===== src/ddr3_timing_regs.svh =====
// timing counts, mode-register field positions and reset values for the ddr3 command link
`ifndef DDR3_TIMING_REGS_SVH
`define DDR3_TIMING_REGS_SVH

`define CLK_PERIOD_NS 100
`define CEIL_CYC(ns) (((ns) + `CLK_PERIOD_NS - 1) / `CLK_PERIOD_NS)
`define FLOOR_CYC(ns) ((ns) / `CLK_PERIOD_NS)
`define MAX_OF(a, b) (((a) > (b)) ? (a) : (b))

// write recovery, least time, rounded up
`define T_WR_NS 15
`define T_WR_CYC `MAX_OF(`CEIL_CYC(`T_WR_NS), 1)
// exit power-down, any command
`define T_XP_NCK 3
`define T_XP_NS 6
`define T_XP_CYC `MAX_OF(`T_XP_NCK, `CEIL_CYC(`T_XP_NS))
// exit frozen-dll power-down to dll-locked commands
`define T_XPDLL_NCK 10
`define T_XPDLL_NS 24
`define T_XPDLL_CYC `MAX_OF(`T_XPDLL_NCK, `CEIL_CYC(`T_XPDLL_NS))
// mrs to power-down entry equals tMOD
`define T_MOD_NCK 12
`define T_MOD_NS 15
`define T_MOD_CYC `MAX_OF(`T_MOD_NCK, `CEIL_CYC(`T_MOD_NS))
`define T_DLLK_NCK 512
`define T_ZQCS_NCK 64
`define T_MPRR_NCK 1
`define T_ACTPDEN_NCK 2
`define T_PRPDEN_NCK 1
`define T_REFPDEN_NCK 1
`define RD_PDEN_EXTRA 5
`define WRA_PDEN_EXTRA 1
`define RD_BURST_NCK 4
`define WSTART_BL8 4
`define WSTART_BC4_MRS 2
`define REF_POSTPONE 9
// average refresh interval per case-temperature range, longest time, rounded down
`define T_REFI_NORMAL_NS 7800
`define T_REFI_EXTENDED_NS 3900
`define T_REFI_HIGH_NS 1950
// zq short-calibration spacing from 0.5 / (tsens*tdrift + vsens*vdrift)
`define ZQ_INTERVAL_MS 128
`define ZQ_INTERVAL_CYC (`ZQ_INTERVAL_MS * 1000000 / `CLK_PERIOD_NS)
`define ZQ_STEP 1
`define ROW_BUSY_CYC 4

// mrs address fields
`define MR_WL_LSB 0
`define MR_WL_MSB 3
`define MR_WR_LSB 4
`define MR_WR_MSB 7
`define MR_CL_LSB 8
`define MR_CL_MSB 11
`define MR_BC4_FIXED 12
`define MR_MPR_ON 13
`define MR_DLL_RESET 14
`define MR_PD_SLOW 15
// write address bit selecting on-the-fly bc4
`define ADDR_BC4_OTF 12

`define RST_WL 4'h5
`define RST_WR 4'h5
`define RST_CL 4'h5
`define RST_IMP 6'h20

`endif


===== src/ddr3_timing_pkg.sv =====
// types and shared helpers for the ddr3 command link
package ddr3_timing_pkg;
`include "ddr3_timing_regs.svh"

    typedef enum logic [3:0] {
        CMD_NOP = 4'h0,
        CMD_ACT = 4'h1,
        CMD_PRE = 4'h2,
        CMD_REF = 4'h3,
        CMD_MRS = 4'h4,
        CMD_RD = 4'h5,
        CMD_RDA = 4'h6,
        CMD_WR = 4'h7,
        CMD_WRA = 4'h8,
        CMD_ZQCS = 4'h9
    } cmd_e;

    typedef enum logic [1:0] {
        TEMP_NORMAL = 2'h0,
        TEMP_EXTENDED = 2'h1,
        TEMP_HIGH = 2'h2
    } temp_range_e;

    typedef logic [15:0] addr_t;

    function automatic logic [3:0] burstOffset(input logic bc4Fixed);
        return bc4Fixed ? 4'(`WSTART_BC4_MRS) : 4'(`WSTART_BL8);
    endfunction

    function automatic logic [7:0] refiCycles(input temp_range_e t);
        case (t)
            TEMP_EXTENDED: return 8'(`FLOOR_CYC(`T_REFI_EXTENDED_NS));
            TEMP_HIGH: return 8'(`FLOOR_CYC(`T_REFI_HIGH_NS));
            default: return 8'(`FLOOR_CYC(`T_REFI_NORMAL_NS));
        endcase
    endfunction

    function automatic logic needsDll(input cmd_e c);
        return (c == CMD_RD) || (c == CMD_RDA);
    endfunction

    function automatic logic [9:0] max10(input logic [9:0] a, input logic [9:0] b);
        return (a > b) ? a : b;
    endfunction
endpackage


===== src/ddr3_cmd_if.sv =====
// command link between the ddr3 controller and the memory device
`timescale 1ns/1ps
interface ddr3_cmd_if;
    import ddr3_timing_pkg::*;
    logic cke;
    cmd_e cmd;
    addr_t addr;
    modport ctrl (output cke, output cmd, output addr);
    modport mem (input cke, input cmd, input addr);
endinterface


===== src/ddr3_ctrl_end.sv =====
// controller end: command release gated by per-constraint cycle counters
`timescale 1ns/1ps
`include "ddr3_timing_regs.svh"

module ddr3_ctrl_end #(
    parameter int ZQ_INTERVAL_CYC = `ZQ_INTERVAL_CYC
) (
    input wire logic mclk,
    input wire logic rst,
    ddr3_cmd_if.ctrl link,
    input wire logic reqValid,
    input wire ddr3_timing_pkg::cmd_e reqCmd,
    input wire ddr3_timing_pkg::addr_t reqAddr,
    output logic reqReady,
    input wire logic pdEnter,
    input wire logic pdExit,
    output logic pdAccept,
    input wire ddr3_timing_pkg::temp_range_e operatingCaseTemperature,
    output logic powerDown,
    output logic dllReady,
    output logic refreshDue,
    output logic zqDue
);
    import ddr3_timing_pkg::*;

    typedef enum logic [1:0] {
        CTL_ACTIVE = 2'b01,
        CTL_PDOWN = 2'b10
    } ctl_state_e;

    typedef struct packed {
        ctl_state_e state;
        logic cke;
        cmd_e cmd;
        addr_t addr;
        logic [3:0] wl;
        logic [3:0] wr;
        logic [3:0] cl;
        logic bc4Fixed;
        logic mprOn;
        logic slowExit;
        logic [9:0] pdWait;
        logic [9:0] dllWait;
        logic [3:0] xpWait;
        logic [5:0] mprWait;
        logic [6:0] zqWait;
        logic [7:0] refTimer;
        logic refDue;
        logic [23:0] zqTimer;
        logic zqDueFlag;
    } ctl_s;

    localparam logic [23:0] ZQ_RELOAD = 24'(ZQ_INTERVAL_CYC);

    ctl_s q;
    ctl_s d;
    logic pdGo;
    logic dllBlock;
    logic mprBlock;
    logic [9:0] issuePd;

    // power-down entry only once the entry, exit and zq calibration counters have run out
    assign pdGo = (q.state == CTL_ACTIVE) && pdEnter && (q.pdWait == 10'h000)
                  && (q.zqWait == 7'h00) && (q.xpWait == 4'h0);

    assign dllBlock = needsDll(reqCmd) && (q.dllWait != 10'h000);
    assign mprBlock = (reqCmd == CMD_MRS) && (q.mprWait != 6'h00);

    // zq short calibration occupies the device for its full window
    assign reqReady = (q.state == CTL_ACTIVE) && !pdGo && (q.xpWait == 4'h0)
                      && (q.zqWait == 7'h00) && !dllBlock && !mprBlock;

    // power-down entry delay that a newly issued command imposes
    always_comb begin
        issuePd = 10'h000;
        case (reqCmd)
            CMD_MRS: issuePd = 10'(`T_MOD_CYC);
            CMD_ACT: issuePd = 10'(`T_ACTPDEN_NCK);
            CMD_PRE: issuePd = 10'(`T_PRPDEN_NCK);
            CMD_REF: issuePd = 10'(`T_REFPDEN_NCK);
            CMD_RD, CMD_RDA: issuePd = 10'(q.cl) + 10'(`RD_PDEN_EXTRA);
            // plain write: recovery in ns converted with round-up
            CMD_WR: issuePd = 10'(q.wl) + 10'(burstOffset(q.bc4Fixed))
                              + 10'(`T_WR_CYC);
            // auto-precharge write: recovery is the mode-register cycle count
            CMD_WRA: issuePd = 10'(q.wl) + 10'(burstOffset(q.bc4Fixed))
                               + 10'(q.wr) + 10'(`WRA_PDEN_EXTRA);
            default: issuePd = 10'h000;
        endcase
    end

    always_comb begin
        d = q;
        d.cmd = CMD_NOP;
        d.addr = q.addr;
        if (q.pdWait != 10'h000) d.pdWait = q.pdWait - 10'h001;
        if (q.dllWait != 10'h000) d.dllWait = q.dllWait - 10'h001;
        if (q.xpWait != 4'h0) d.xpWait = q.xpWait - 4'h1;
        if (q.mprWait != 6'h00) d.mprWait = q.mprWait - 6'h01;
        if (q.zqWait != 7'h00) d.zqWait = q.zqWait - 7'h01;
        if (q.zqTimer != 24'h000000) d.zqTimer = q.zqTimer - 24'h000001;

        case (q.state)
            CTL_ACTIVE: begin
                if (pdGo) begin
                    d.cke = 1'b0;
                    d.state = CTL_PDOWN;
                end else if (reqValid && reqReady) begin
                    d.cmd = reqCmd;
                    d.addr = reqAddr;
                    // pdWait and dllWait keep the longer of what is left and the new need; mprWait and zqWait reload outright
                    d.pdWait = max10(d.pdWait, issuePd);
                    case (reqCmd)
                        CMD_MRS: begin
                            d.wl = reqAddr[`MR_WL_MSB:`MR_WL_LSB];
                            d.wr = reqAddr[`MR_WR_MSB:`MR_WR_LSB];
                            d.cl = reqAddr[`MR_CL_MSB:`MR_CL_LSB];
                            d.bc4Fixed = reqAddr[`MR_BC4_FIXED];
                            d.mprOn = reqAddr[`MR_MPR_ON];
                            d.slowExit = reqAddr[`MR_PD_SLOW];
                            if (reqAddr[`MR_DLL_RESET]) begin
                                d.dllWait = max10(d.dllWait, 10'(`T_DLLK_NCK));
                            end
                        end
                        CMD_RD, CMD_RDA: begin
                            // recovery counts from the end of the register read burst
                            if (q.mprOn) begin
                                d.mprWait = 6'(q.cl) + 6'(`RD_BURST_NCK)
                                            + 6'(`T_MPRR_NCK);
                            end
                        end
                        CMD_ZQCS: begin
                            d.zqWait = 7'(`T_ZQCS_NCK);
                        end
                        default: ;
                    endcase
                end
            end
            CTL_PDOWN: begin
                if (pdExit) begin
                    d.cke = 1'b1;
                    d.state = CTL_ACTIVE;
                    d.xpWait = 4'(`T_XP_CYC);
                    // frozen dll needs the longer exit before locked-dll commands
                    if (q.slowExit) begin
                        d.dllWait = max10(d.dllWait, 10'(`T_XPDLL_CYC));
                    end
                end
            end
            default: begin
                d.state = CTL_ACTIVE;
                d.cke = 1'b1;
            end
        endcase

        // refresh timer reloads from the current temperature range
        if (q.refTimer != 8'h00) begin
            d.refTimer = q.refTimer - 8'h01;
        end else begin
            d.refTimer = refiCycles(operatingCaseTemperature);
        end
        // clear on issue first so an expiry in the same cycle still sets
        if (d.cmd == CMD_REF) d.refDue = 1'b0;
        if (q.refTimer == 8'h00) d.refDue = 1'b1;

        if (d.cmd == CMD_ZQCS) begin
            d.zqDueFlag = 1'b0;
            d.zqTimer = ZQ_RELOAD;
        end
        if (q.zqTimer == 24'h000001) d.zqDueFlag = 1'b1;
    end

    always_ff @(posedge mclk) begin
        if (rst) begin
            q <= '{state: CTL_ACTIVE, cke: 1'b1, cmd: CMD_NOP, addr: 16'h0000,
                   wl: `RST_WL, wr: `RST_WR, cl: `RST_CL, bc4Fixed: 1'b0,
                   mprOn: 1'b0, slowExit: 1'b0, pdWait: 10'h000,
                   dllWait: 10'(`T_DLLK_NCK), xpWait: 4'h0, mprWait: 6'h00,
                   zqWait: 7'h00, refTimer: 8'(`FLOOR_CYC(`T_REFI_HIGH_NS)),
                   refDue: 1'b0, zqTimer: ZQ_RELOAD, zqDueFlag: 1'b0};
        end else begin
            q <= d;
        end
    end

    assign link.cke = q.cke;
    assign link.cmd = q.cmd;
    assign link.addr = q.addr;
    assign pdAccept = pdGo;
    assign powerDown = (q.state == CTL_PDOWN);
    assign dllReady = (q.dllWait == 10'h000);
    assign refreshDue = q.refDue;
    assign zqDue = q.zqDueFlag;
endmodule // ddr3_ctrl_end


===== src/flat_wrapper.sv =====
// flat-port wrapper written by rule: the top's interface ports become plain ports
module ddr3_ctrl_end_flat import ddr3_timing_pkg::*;
#(
    parameter int ZQ_INTERVAL_CYC = `ZQ_INTERVAL_CYC
)
  (mclk, rst, reqValid, reqCmd, reqAddr, reqReady, pdEnter, pdExit, pdAccept, operatingCaseTemperature, powerDown, dllReady, refreshDue, zqDue, link_cke, link_cmd, link_addr);
  ddr3_cmd_if link_i ();
  input wire logic mclk;
  input wire logic rst;
  input wire logic reqValid;
  input wire ddr3_timing_pkg::cmd_e reqCmd;
  input wire ddr3_timing_pkg::addr_t reqAddr;
  output logic reqReady;
  input wire logic pdEnter;
  input wire logic pdExit;
  output logic pdAccept;
  input wire ddr3_timing_pkg::temp_range_e operatingCaseTemperature;
  output logic powerDown;
  output logic dllReady;
  output logic refreshDue;
  output logic zqDue;
  output wire logic [$bits(link_i.cke)-1:0] link_cke;
  output wire logic [$bits(link_i.cmd)-1:0] link_cmd;
  output wire logic [$bits(link_i.addr)-1:0] link_addr;
  assign link_cke = link_i.cke;
  assign link_cmd = link_i.cmd;
  assign link_addr = link_i.addr;
  ddr3_ctrl_end #(.ZQ_INTERVAL_CYC(ZQ_INTERVAL_CYC)) u_core (.mclk(mclk), .rst(rst), .link(link_i), .reqValid(reqValid), .reqCmd(reqCmd), .reqAddr(reqAddr), .reqReady(reqReady), .pdEnter(pdEnter), .pdExit(pdExit), .pdAccept(pdAccept), .operatingCaseTemperature(operatingCaseTemperature), .powerDown(powerDown), .dllReady(dllReady), .refreshDue(refreshDue), .zqDue(zqDue));
endmodule

===== config.mk =====
export PLATFORM = sky130hd
export DESIGN_NAME = ddr3_ctrl_end_flat
export DESIGN_NICKNAME = d
export VERILOG_FILES = /design/src/ddr3_timing_pkg.sv /design/src/ddr3_cmd_if.sv /design/src/ddr3_ctrl_end.sv /design/src/flat_wrapper.sv
export VERILOG_INCLUDE_DIRS = /design/src /design/src/src
export SDC_FILE = /design/constraint.sdc
export NUM_CORES = 1
export LEC_CHECK = 0
export ABC_AREA = 1
export BUFFER_PORTS_ARGS = -buffer_cell sky130_fd_sc_hd__buf_2
export CAP_MARGIN = 20
export CORE_ASPECT_RATIO = 1.5
export CORE_MARGIN = 2
export CORE_UTILIZATION = 51
export CTS_CLUSTER_DIAMETER = 30
export DETAILED_ROUTE_END_ITERATION = 8
export PLACE_DENSITY = 0.72
export RECOVER_POWER = 50
export SLEW_MARGIN = 0
export SYNTH_ARGS = -nofsm -noshare
export SYNTH_HDL_FRONTEND = slang
export SYNTH_SLANG_ARGS = --single-unit

===== constraint.sdc =====
create_clock -name mclk -period 7.9 [get_ports mclk]
set_input_delay 0.79 -clock mclk [delete_from_list [all_inputs] [get_ports mclk]]
set_output_delay 0.79 -clock mclk [all_outputs]
set_load 0.005 [all_outputs]

==> summary.txt, run 1 <==
Clock tree
  – CTS max path bufs: 2
  – Cts repair resizes: 0
  – Hold bufs inserted after CTS: 0
  – TritonCTS clock tree: done
  – Cts bufs inserted: 9
  – Clock Latency Late Sink: 350 ps
  – CTS Root Buffer Type: clkbuf_16
  – Setup Fix Bufs, Post-CTS: 0
  – Worst-path clk slew: 80 ps
  – Htree depth: 3
  – # clock sinks: about 110

Timing
  – Final Setup Violations: 0
  – Worst-Margin Slew: roughly 1900 ps
  – Max Fclk: 235 MHz
  – Max-slew violations: 78
  – Endpoints failing hold: 0
  – Unrepaired setup endpoints after global routing: false
  – Clock skew: between 8 and 9 ps
  – Max-slew headroom: -0.264
  – Setup TNS: 0 ps
  – Hold slack: 441 ps
  – Final period util: 0.538
  – Tmin final: about 4300 ps

Floorplanning
  – Num rows: 49
  – Die Wd: 94.7 microns
  – Die H: 140 microns
  – Core Area: approximately 12000 sq um
  – Die area: 13300 sq um
  – Io pins: 54
  – Initial Utilization: 0.523

Route
  – WL/cell: 13.7 microns
  – Drt first pass iters: 6
  – M1 WL: a little over 6 mm
  – DR iter-0 viols: 213
  – Vias per inst: between 5 and 6
  – Wire length on met2: 7.77 mm
  – Routed wl met3: between 600 and 700 microns
  – Routed WL: approximately 15 mm
  – Via count: a little under 6000
  – Top Layer Used: met4
  – DR DRC count: 0
  – Routed Antenna Nets: 0

Placed design
  – Count of input and output buffers: 53
  – DP HPWL: 11.5 mm
  – Gpl congestion: approximately 0.91
  – Placed cells: approximately 1100

Finish
  – Final std cells w/o fill: 1102
  – Fin util: 0.562
  – Share of cells above drive strength 1: 0.0780
  – Nets: about 1000
  – Area grow syn2layout: 7.38%
  – Antenna diode count: 0

Hold path
  – Min-Delay Path Class: reg -> reg

Logic synthesis
  – Syn_nets: a little under 1000
  – Avg Synthesized Cell Area: 6.87 sq um
  – Top FF cell, synth: dfxtp_1
  – Cells after Synth: ~920
  – Yosys Warn Count: 0
  – Largest area contributor in the netlist: dfxtp_1
  – Synth Register Bits: around 110
  – Commonest cells in the netlist: nand2_1 (168), nor2_1 (150), inv_1 (127)
  – Synth top area share: 0.344
  – Distinct cells, synth: between 40 and 50
  – Synth top area cells: dfxtp_1 (34%), nand2_1 (10%), nor2_1 (9.0%)
  – Async S/R FF share, synth: 0
  – Cell with the most instances after synthesis: nand2_1
  – Synth Cell Area: roughly 6300 sq um
  – Post-synth EDFFs: 0
  – Sequential area share after synthesis: 0.344

Critical path
  – Crit Reg-Reg Startpoint: u_core.q[73]$_SDFFE_PP0P_
  – Crit path DAT: roughly 4500 ps
  – Crit Path Category: reg -> reg
  – Worst Setup Start Kind: register
  – Flop2flop setup slack: about 3600 ps
  – Worst Setup EP: u_core.q[61]$_SDFF_PP0_
  – Reg2reg end: u_core.q[61]$_SDFF_PP0_
  – Reg2reg path depth: 25
  – CP required: around 8000 ps
  – CP endpoint kind: register
  – Worst-path maximum fanout: 11
  – Critical path launch point: u_core.q[73]$_SDFFE_PP0P_

Status
  – Status: complete, but fails checks
  – Failing checks: max-capacitance violations, max-slew violations

Pwr
  – Peak supply drop: ~0.00013 V
  – Final Power: ~2.3 mW
  – Pleak: roughly 3.2 nW
  – Pwr per Cell Area: 335 nW/um^2

Global route
  – Vias in the first global route: between 5000 and 6000
  – Global-route wire length before repair: approximately 25 mm
  – GRT Overall Usage: 0.241
  – Final global-route overflow total: 0
  – Antenna violations before repair: 0
  – Largest net degree at the start of global routing: 43

Job
  – Max Cap Viol: 2
through the flow:
step | instance area [sq um] | worst slack [ps]
final | 6750 | 3650
after global routing | 6750 | 3120
after CTS | 6830 | 3740
after detailed placement | 6520 | 3800
after global placement | 6520 | 3940
after floorplan | 6290 | 4270
sequential cells by signal, summed over array words and instances (netlist names):
signal             flops
u_core.q              86
u_core.zqDue           1
u_core.link.addr      16
u_core.refreshDue      1
u_core.link.cmd        4
area by class of cell:
| cell class | instances | area [sq um] |
|---|---|---|
| sequential | 108 | 2160 |
| clock buffer | 10 | 239 |
| timing repair buffer | 55 | 250 |
| clock inverter | 6 | 68.8 |
| multi-input combinational | 639 | 3350 |
| fill | 1246 | 5260 |
| inverter | 131 | 493 |
| tap | 153 | 191 |
critical path, stage by stage, from the launching register on:
cell and delay, ps:
dfxtp_1 380, ha_1 180, inv_1 50, fa_1 540
inv_1 70, ha_1 320, nand2_1 80, inv_1 50
or2_2 260, a21oi_1 190, nor2_1 60, nor2_1 90
nand2_1 60, nand3_1 100, inv_1 50, ha_1 270
nand2_1 80, nor2_1 60, o21ai_0 70, nand2_1 60
o21ai_0 140, o21ai_0 120, nor2_1 190, nand3_1 320
o21ai_0 270, nor2_1 70
how the worst min path moves through the flow:
stage,startpoint,endpoint,slack [ps],cells past startpoint
after detailed placement,u_core.q[26]$_SDFF_PP1_,u_core.q[26]$_SDFF_PP1_,440,1
after floorplan,u_core.q[26]$_SDFF_PP1_,u_core.q[26]$_SDFF_PP1_,420,1
after CTS,u_core.q[26]$_SDFF_PP1_,u_core.q[26]$_SDFF_PP1_,450,1
after global routing,u_core.link.addr[7]$_SDFFE_PP0P_,u_core.link.addr[7]$_SDFFE_PP0P_,480,2
final,u_core.q[26]$_SDFF_PP1_,u_core.q[26]$_SDFF_PP1_,440,1
after global placement,u_core.q[26]$_SDFF_PP1_,u_core.q[26]$_SDFF_PP1_,430,1
cell usage in the layout (no fill, tap or decap), types with 2 or more instances in the layout:
master / instances
dfxtp_1: 108
nand3b_1: 2
nor4_1: 5
buf_2: 35
nand2_2: 3
nand3_1: 52
nor2_4: 3
clkbuf_16: 9
o21a_1: 3
xor2_1: 24
inv_6: 3
inv_1: 128
a21oi_1: 54
nor2_2: 4
o31ai_1: 2
a31oi_1: 2
inv_2: 2
nand4_1: 12
xnor2_1: 15
clkbuf_1: 20
fa_1: 2
nor3_1: 29
o21ai_0: 52
o211ai_1: 2
o221ai_1: 4
nor2_1: 151
nand2_1: 168
or2_2: 7
ha_1: 32
metal layers:
layer	track usage	vias up
met3	0.0323	44
li1	-	2961
met5	0	-
met4	0.121	0
met1	0.277	2650
met2	0.429	152
logic make-up (layout without fill, tap and decap cells):
| logic type | after synthesis | after routing | share of synthesized area |
|---|---|---|---|
| simple gates | 441 | 441 | 0.307 |
| buf+inv | 169 | 202 | 0.117 |
| compound gates | 125 | 125 | 0.107 |
| flops | 108 | 108 | 0.344 |
| xor+xnor | 39 | 39 | 0.0543 |
| fa+ha+maj | 34 | 34 | 0.0700 |
power by group:
| part | total, mW | switching (mW) | internal, mW |
|---|---|---|---|
| combinational | 1.04 | 0.671 | 0.373 |
| sequential | 0.746 | 0.0902 | 0.656 |
| clock | 0.473 | 0.215 | 0.258 |
| total | 2.26 | 0.977 | 1.29 |
Power figures use the tool's default switching activity.
==> run 2, diff against run 1 <==
- PLACE_DENSITY: 0.72 -> 0.75
- clock period: 7.9 -> 3.55 ns (I/O delays scaled with it)
==> run 2 against run 1 <==
Effect of this change: the run now ends clean; critical path depth is 1 lower; combinational power grew 150%; power up 130%; clock power rose by 130%; core utilization up 3.2 points; fmax up 20%; register-to-register slack got worse by 3600 ps; die area unchanged; non-clock buffer count is 22 higher; highest routed layer unchanged.
==> summary.txt, run 2 (same netlist as run 1, synthesis figures left out) <==
Status
  – Status: finished, final reports clean (was complete, but fails checks)

Floorplanning
  – Die Wd: 94.7 microns (unchanged)
  – Initial Utilization: 0.523 (unchanged)
  – Die H: 140 microns (unchanged)
  – Core Area: 12000 sq um (unchanged)
  – Die area: 13300 sq um (unchanged)
  – Num rows: 49 (unchanged)
  – Io pins: 54 (unchanged)

Critical path
  – CP endpoint kind: register (unchanged)
  – Most used cell, CP: nand2_2 (was nor2_1)
  – Worst-path maximum fanout: 8 (was 11)
  – Worst Setup Start Kind: register (unchanged)
  – CP max-delay cell: fa_1 (unchanged)
  – Crit path DAT: 3820 ps (was 4490 ps)
  – CP cell instances: ha_4, inv_2, fa_1, inv_2, ha_4, buf_6, nand3_2, nand2_2, o21ai_0, a21oi_1, nor2_1, ha_1, nand2_2, nor2_4, o21ai_1, nand2_1, o21ai_1, o21ai_1, nor2_2, nand3_2, buf_6, nand2_2, nand2_2, nor2_2
  – CP required: 3830 ps (was 8140 ps)
  – Crit path largest cell delay: 540 ps (about the same)
  – Crit path buffers/inverters: 4 (unchanged)
  – Crit Path Category: reg -> reg (unchanged)
  – Cell family with most CP delay: adder cells (was simple AND/OR/NAND/NOR gates)

Timing
  – Unrepaired setup endpoints after global routing: true (was false)
  – Final worst setup slack: 8.14 ps (was 3650 ps)
  – Max-slew violations: 0 (was 78)
  – Max Fclk: 282 MHz (was 235 MHz)
  – Hold slack: 241 ps (was 441 ps)
  – Worst-Margin Slew: 745 ps (was 1900 ps)
  – Endpoints failing hold: 0 (unchanged)
  – Setup TNS: 0 ps (unchanged)
  – Max-slew headroom: 0.504 (was -0.264)
  – Tmin final: 3540 ps (was 4250 ps)
  – Final period util: 0.998 (was 0.538)
  – Final Setup Violations: 0 (unchanged)
  – Clock skew: 7.58 ps (was 8.32 ps)

Clock tree
  – Clock Latency Late Sink: 350 ps (about the same)
  – Worst-path clk slew: 70 ps (was 80 ps)
  – CTS Root Buffer Type: clkbuf_16 (unchanged)
  – Htree depth: 3 (unchanged)
  – CTS max path bufs: 2 (unchanged)
  – # clock sinks: 108 (unchanged)
  – TritonCTS clock tree: done (unchanged)
  – Cts bufs inserted: 9 (unchanged)
  – Hold bufs inserted after CTS: 0 (unchanged)

Placed design
  – Setup slack at placement: -210 ps (was 3800 ps)
  – Gpl congestion: 0.934 (was 0.913)
  – Count of input and output buffers: 53 (unchanged)
  – DP HPWL: 11.3 mm (was 11.5 mm)
  – Placed cells: 1103 (was 1086)

Pwr
  – Reg power frac: 0.314 (was 0.330)
  – Final Power: 5.31 mW (was 2.26 mW)
  – Internal power: 3.04 mW (was 1.29 mW)
  – Switching Fraction: 0.427 (was 0.432)
  – Pwr per Cell Area: 744 nW/um^2 (was 335 nW/um^2)
  – Part of the power in the clock network: 0.202 (was 0.209)
  – Switch Pwr: 2.27 mW (was 977 uW)
  – Logic pwr share: 0.484 (was 0.461)
  – Peak supply drop: 0.000302 V (was 0.000133 V)
  – Pleak: 3.41 nW (was 3.23 nW)

Finish
  – Share of cells above drive strength 1: 0.143 (was 0.0780)
  – Nets: 1027 (was 1005)
  – Reg with most FFs: u_core.q (unchanged)
  – Max reg flops: 86 (unchanged)
  – Commonest non-fill, non-tap cell in the layout: nand2_1 (unchanged)
  – Final std cells w/o fill: 1124 (was 1102)
  – Commonest cells after routing, fill and taps aside: nand2_1 (162), nor2_1 (147), inv_1 (124) (was nand2_1 (168), nor2_1 (151), inv_1 (128))
  – Area grow syn2layout: 13.5% (was 7.38%)
  – Antenna diode count: 0 (unchanged)
  – Fillcell total: 1146 (was 1246)

Route
  – WL/cell: 13.6 microns (was 13.7 microns)
  – Routed Antenna Nets: 0 (unchanged)
  – Drt first pass iters: 5 (was 6)
  – Via count: 5887 (was 5807)
  – DR DRC count: 0 (unchanged)
  – DR iter-0 viols: 264 (was 213)
  – Routed WL: 15.3 mm (was 15.1 mm)
  – Vias per inst: 5.24 (was 5.27)

Global route
  – Largest net degree at the start of global routing: 43 (unchanged)
  – Global-route wire length before repair: 25.3 mm (was 25.5 mm)
  – GRT Overall Usage: 0.238 (was 0.241)
  – Vias in the first global route: 5819 (was 5610)
  – Antenna violations before repair: 0 (unchanged)
  – Final global-route overflow total: 0 (unchanged)

Hold path
  – Min-Delay Path Class: in -> reg (was reg -> reg)

Job
  – Max Cap Viol: 0 (was 2)
## run 2: cell types whose count changed in the layout (fill, tap and decap cells not counted), sizes merged
cell,change
clkinvlp,-1
inv,-2
buf,+33
bufinv,+1
clkbuf,-9
## run 2: final timing paths
| check | start | end | slack, ps | depth (start not counted) |
|---|---|---|---|---|
| worst max-delay path | u_core.q[73]$_SDFFE_PP0P_ | u_core.q[66]$_SDFF_PP0_ | 8 | 24 |
| worst min-delay path | reqAddr[10] | u_core.q[76]$_SDFFE_PP1P_ | 240 | 3 |
| worst max register to register | u_core.q[73]$_SDFFE_PP0P_ | u_core.q[66]$_SDFF_PP0_ | 8 | 24 |
| worst min register to register | u_core.q[26]$_SDFF_PP1_ | u_core.q[26]$_SDFF_PP1_ | 440 | 1 |
## run 2: layer usage
layer | up-vias | share of wire | GRT usage
li1 | 3001 | - | -
met1 | 2700 | 0.39 | 0.259
met2 | 142 | 0.52 | 0.438
met3 | 44 | 0.049 | 0.0366
met4 | 0 | 0.037 | 0.115
met5 | - | 0 | 0
## run 2: final cells by class
cell class / instances / area [sq um] / area share
Timing Repair Buffer: 77 / 445 / 0.0624
Tap cell: 153 / 191 / 0.0268
Clock inverter: 4 / 72.6 / 0.0102
Sequential cell: 108 / 2160 / 0.303
Clock buffer: 12 / 246 / 0.0345
Multi-Input combinational cell: 639 / 3530 / 0.494
Inverter: 131 / 494 / 0.0692
## run 2: worst min-delay path: cells and delay by family
family / cells / cell delay, ps
compound gates: 2 / 120
buf+inv: 1 / 90
## run 2: per-stage QoR
stage / utilization / area [sq um]
2_1_floorplan: - / 6310
5_1_grt: 0.594 / 7140
4_1_cts: 0.588 / 7070
6_report: 0.594 / 7140
3_5_place_dp: 0.554 / 6660
3_3_place_gp: 0.554 / 6660
## run 2: power groups by stage
stage / sequential (mW) / clock [mW] / combinational [mW]
final: 1.67 / 1.08 / 2.57
after global routing: 1.69 / 1.14 / 2.94
after CTS: 1.66 / 1.09 / 2.46
after detailed placement: 1.68 / 0 / 2.36
after global placement: 1.68 / 0 / 2.33
after floorplan: 1.63 / 0 / 1.90
## run 2: repair_timing
item / 4_1_cts / 5_1_grt
gates resized for setup: 20 / 19
setup buffers: 3 / 2
setup endpoints to repair: 6 / 6
gates cloned: 0 / 0
pin swaps: 14 / 22
==> run 3, diff against run 2 <==
- CORE_MARGIN: 2 -> default
==> run 3 against run 2 <==
Effect of this change: the run now ends with negative setup slack left; non-clock buffer count is 4 lower; sequential cell count unchanged; die area is 3.5% lower; wire length is 3.1% lower; global-route usage down 0.17 points; highest routed layer unchanged; critical path depth shrank 1; cell count fell by 0.27%.
==> summary.txt, run 3 (same netlist as run 1, synthesis figures left out) <==
Status
  – Status: complete, but fails checks (was finished, final reports clean)
  – Failing checks: negative setup slack

Global route
  – Largest net degree at the start of global routing: 43 (unchanged)
  – GRT Overall Usage: 0.237 (was 0.238)
  – Vias in the first global route: 5690 (was 5819)
  – Antenna violations before repair: 1 (was 0)
  – Global-route wire length before repair: 24.5 mm (was 25.3 mm)
  – Final global-route overflow total: 0 (unchanged)

Hold path
  – Hold path depth: 3 (unchanged)
  – Min-Delay Path Class: in -> reg (unchanged)

Finish
  – Commonest cells after routing, fill and taps aside: nand2_1 (165), nor2_1 (148), inv_1 (124) (was nand2_1 (162), nor2_1 (147), inv_1 (124))
  – Nets: 1023 (was 1027)
  – Final std cells w/o fill: 1121 (was 1124)
  – Seq. cell area: 2160 sq um (unchanged)
  – Commonest non-fill, non-tap cell in the layout: nand2_1 (unchanged)
  – Reg with most FFs: u_core.q (unchanged)
  – Area of the multi-input gates: 3490 sq um (was 3530 sq um)
  – Fillcell total: 1167 (was 1146)
  – Max reg flops: 86 (unchanged)
  – Share of cells above drive strength 1: 0.131 (was 0.143)
  – Area grow syn2layout: 12.5% (was 13.5%)

Placed design
  – Gpl congestion: 0.926 (was 0.934)
  – Count of input and output buffers: 53 (unchanged)
  – Setup slack at placement: -123 ps (was -210 ps)
  – Placed cells: 1099 (was 1103)
  – DP HPWL: 11.1 mm (was 11.3 mm)

Route
  – Drt first pass iters: 4 (was 5)
  – Routed Antenna Nets: 0 (unchanged)
  – WL/cell: 13.2 microns (was 13.6 microns)
  – Routed WL: 14.8 mm (was 15.3 mm)
  – Vias per inst: 5.20 (was 5.24)
  – DR iter-0 viols: 234 (was 264)
  – DR DRC count: 0 (unchanged)
  – Via count: 5832 (was 5887)

Clock tree
  – CTS Root Buffer Type: clkbuf_16 (unchanged)
  – Cts bufs inserted: 9 (unchanged)
  – Clock Latency Late Sink: 350 ps (about the same)
  – Htree depth: 3 (unchanged)
  – Hold bufs inserted after CTS: 0 (unchanged)
  – Worst-path clk slew: 70 ps (about the same)
  – CTS max path bufs: 2 (unchanged)
  – # clock sinks: 108 (unchanged)
  – TritonCTS clock tree: done (unchanged)

Critical path
  – Worst-path maximum fanout: 8 (unchanged)
  – Reg2reg path depth: 23 (was 24)
  – Crit path largest cell delay: 530 ps (was 540 ps)
  – CP cell instances: ha_4, inv_2, fa_1, inv_2, ha_4, buf_6, nand3_2, nand2_2, o21ai_0, a21oi_1, nor2_1, ha_1, nand2_1, nor2_2, o21ai_1, nand2_1, o21ai_1, o21ai_1, nor2_1, nand3_1, buf_6, nor3_2, nor2_1 (was ha_4, inv_2, fa_1, inv_2, ha_4, buf_6, nand3_2, nand2_2, o21ai_0, a21oi_1, nor2_1, ha_1, nand2_2, nor2_4, o21ai_1, nand2_1, o21ai_1, o21ai_1, nor2_2, nand3_2, buf_6, nand2_2, nand2_2, nor2_2)
  – Cell family with most CP delay: adder cells (unchanged)
  – Instance count on the critical path: 23 (was 24)
  – CP endpoint kind: register (unchanged)
  – Crit path buffers/inverters: 4 (unchanged)
  – Worst Setup Start Kind: register (unchanged)
  – Crit path DAT: 3860 ps (was 3820 ps)
  – CP required: 3790 ps (was 3830 ps)
  – CP max-delay cell: fa_1 (unchanged)
  – Crit Path Category: reg -> reg (unchanged)

Timing
  – Endpoints failing hold: 0 (unchanged)
  – Final Setup Violations: 5 (was 0)
  – Tmin final: 3620 ps (was 3540 ps)
  – Final worst setup slack: -70.2 ps (was 8.14 ps)
  – Final period util: 1.02 (was 0.998)
  – Max-slew violations: 0 (unchanged)
  – Unrepaired setup endpoints after global routing: true (unchanged)
  – Setup TNS: -178 ps (was 0 ps)
  – Max Fclk: 276 MHz (was 282 MHz)
  – Worst-Margin Slew: 721 ps (was 745 ps)
  – Clock skew: 8.93 ps (was 7.58 ps)
  – Max-slew headroom: 0.519 (was 0.504)

Floorplanning
  – Die Wd: 92.7 microns (was 94.7 microns)
  – Num rows: 49 (unchanged)
  – Core Area: 12000 sq um (unchanged)
  – Io pins: 54 (unchanged)
  – Die area: 12800 sq um (was 13300 sq um)
  – Initial Utilization: 0.523 (unchanged)
  – Die H: 138 microns (was 140 microns)

Pwr
  – Pwr per Cell Area: 744 nW/um^2 (about the same)
  – Peak supply drop: 0.000301 V (was 0.000302 V)
  – Pleak: 3.38 nW (was 3.41 nW)

Job
  – Max Cap Viol: 0 (unchanged)
run 3: cell types whose count changed in the layout (fill, tap and decap cells not counted), moves of 2 or more:
cell	delta
buf_2	-4
buf_4	-3
inv_6	+2
nand2_1	+3
nand2_2	-2
nand3_1	+2
nand3_2	-2
run 3: metal layers:
layer  GRT usage  part of all wire  vias to the layer above
li1            -                 -                     2997
met1       0.255              0.40                     2632
met2       0.433              0.51                      153
met3      0.0363             0.051                       50
met4       0.130             0.044                        0
met5           0                 0                        -
run 3: worst paths after layout:
| path | from | end | slack (ps) |
|---|---|---|---|
| max | u_core.q[73]$_SDFFE_PP0P_ | u_core.q[63]$_SDFF_PP0_ | -70 |
| min reg2reg | u_core.q[26]$_SDFF_PP1_ | u_core.q[26]$_SDFF_PP1_ | 440 |
| max reg2reg | u_core.q[73]$_SDFFE_PP0P_ | u_core.q[63]$_SDFF_PP0_ | -70 |
| min | reqAddr[3] | u_core.link.addr[3]$_SDFFE_PP0P_ | 250 |
run 3: worst min-delay path, cell delays in order:
cell	delay [ps]
buf_2	80
nor2_1	40
nor2_1	80
run 3: metrics by stage:
step	power, mW	hold WS, ps	util	area [sq um]
after floorplan	3.53	417	-	6310
after global placement	3.99	427	0.552	6630
after CTS	5.22	248	0.585	7020
after global routing	5.73	265	0.589	7070
after detailed placement	4.02	434	0.552	6630
final	5.26	247	0.589	7080
run 3: layout make-up:
type / count / share of cell area
Multi-Input combinational cell: 639 / 0.494
Sequential cell: 108 / 0.306
Inverter: 131 / 0.0698
Timing Repair Buffer: 73 / 0.0575
Clock buffer: 9 / 0.0318
Tap cell: 153 / 0.0271
Clock inverter: 7 / 0.0138
Antenna cell: 1 / 0.000354
run 3: report_power, final:
group | leakage [nW] | internal [mW] | switching, mW
sequential | 0.884 | 1.46 | 0.200
combinational | 2.34 | 0.947 | 1.56
clock | 0.152 | 0.623 | 0.471
total | 3.38 | 3.03 | 2.24
run 3: repair_timing:
action / 4_1_cts / 5_1_grt
buffers inserted: 4 / 3
endpoints found under the setup margin: 6 / 6
gates resized for setup: 16 / 14
pin swaps: 10 / 18
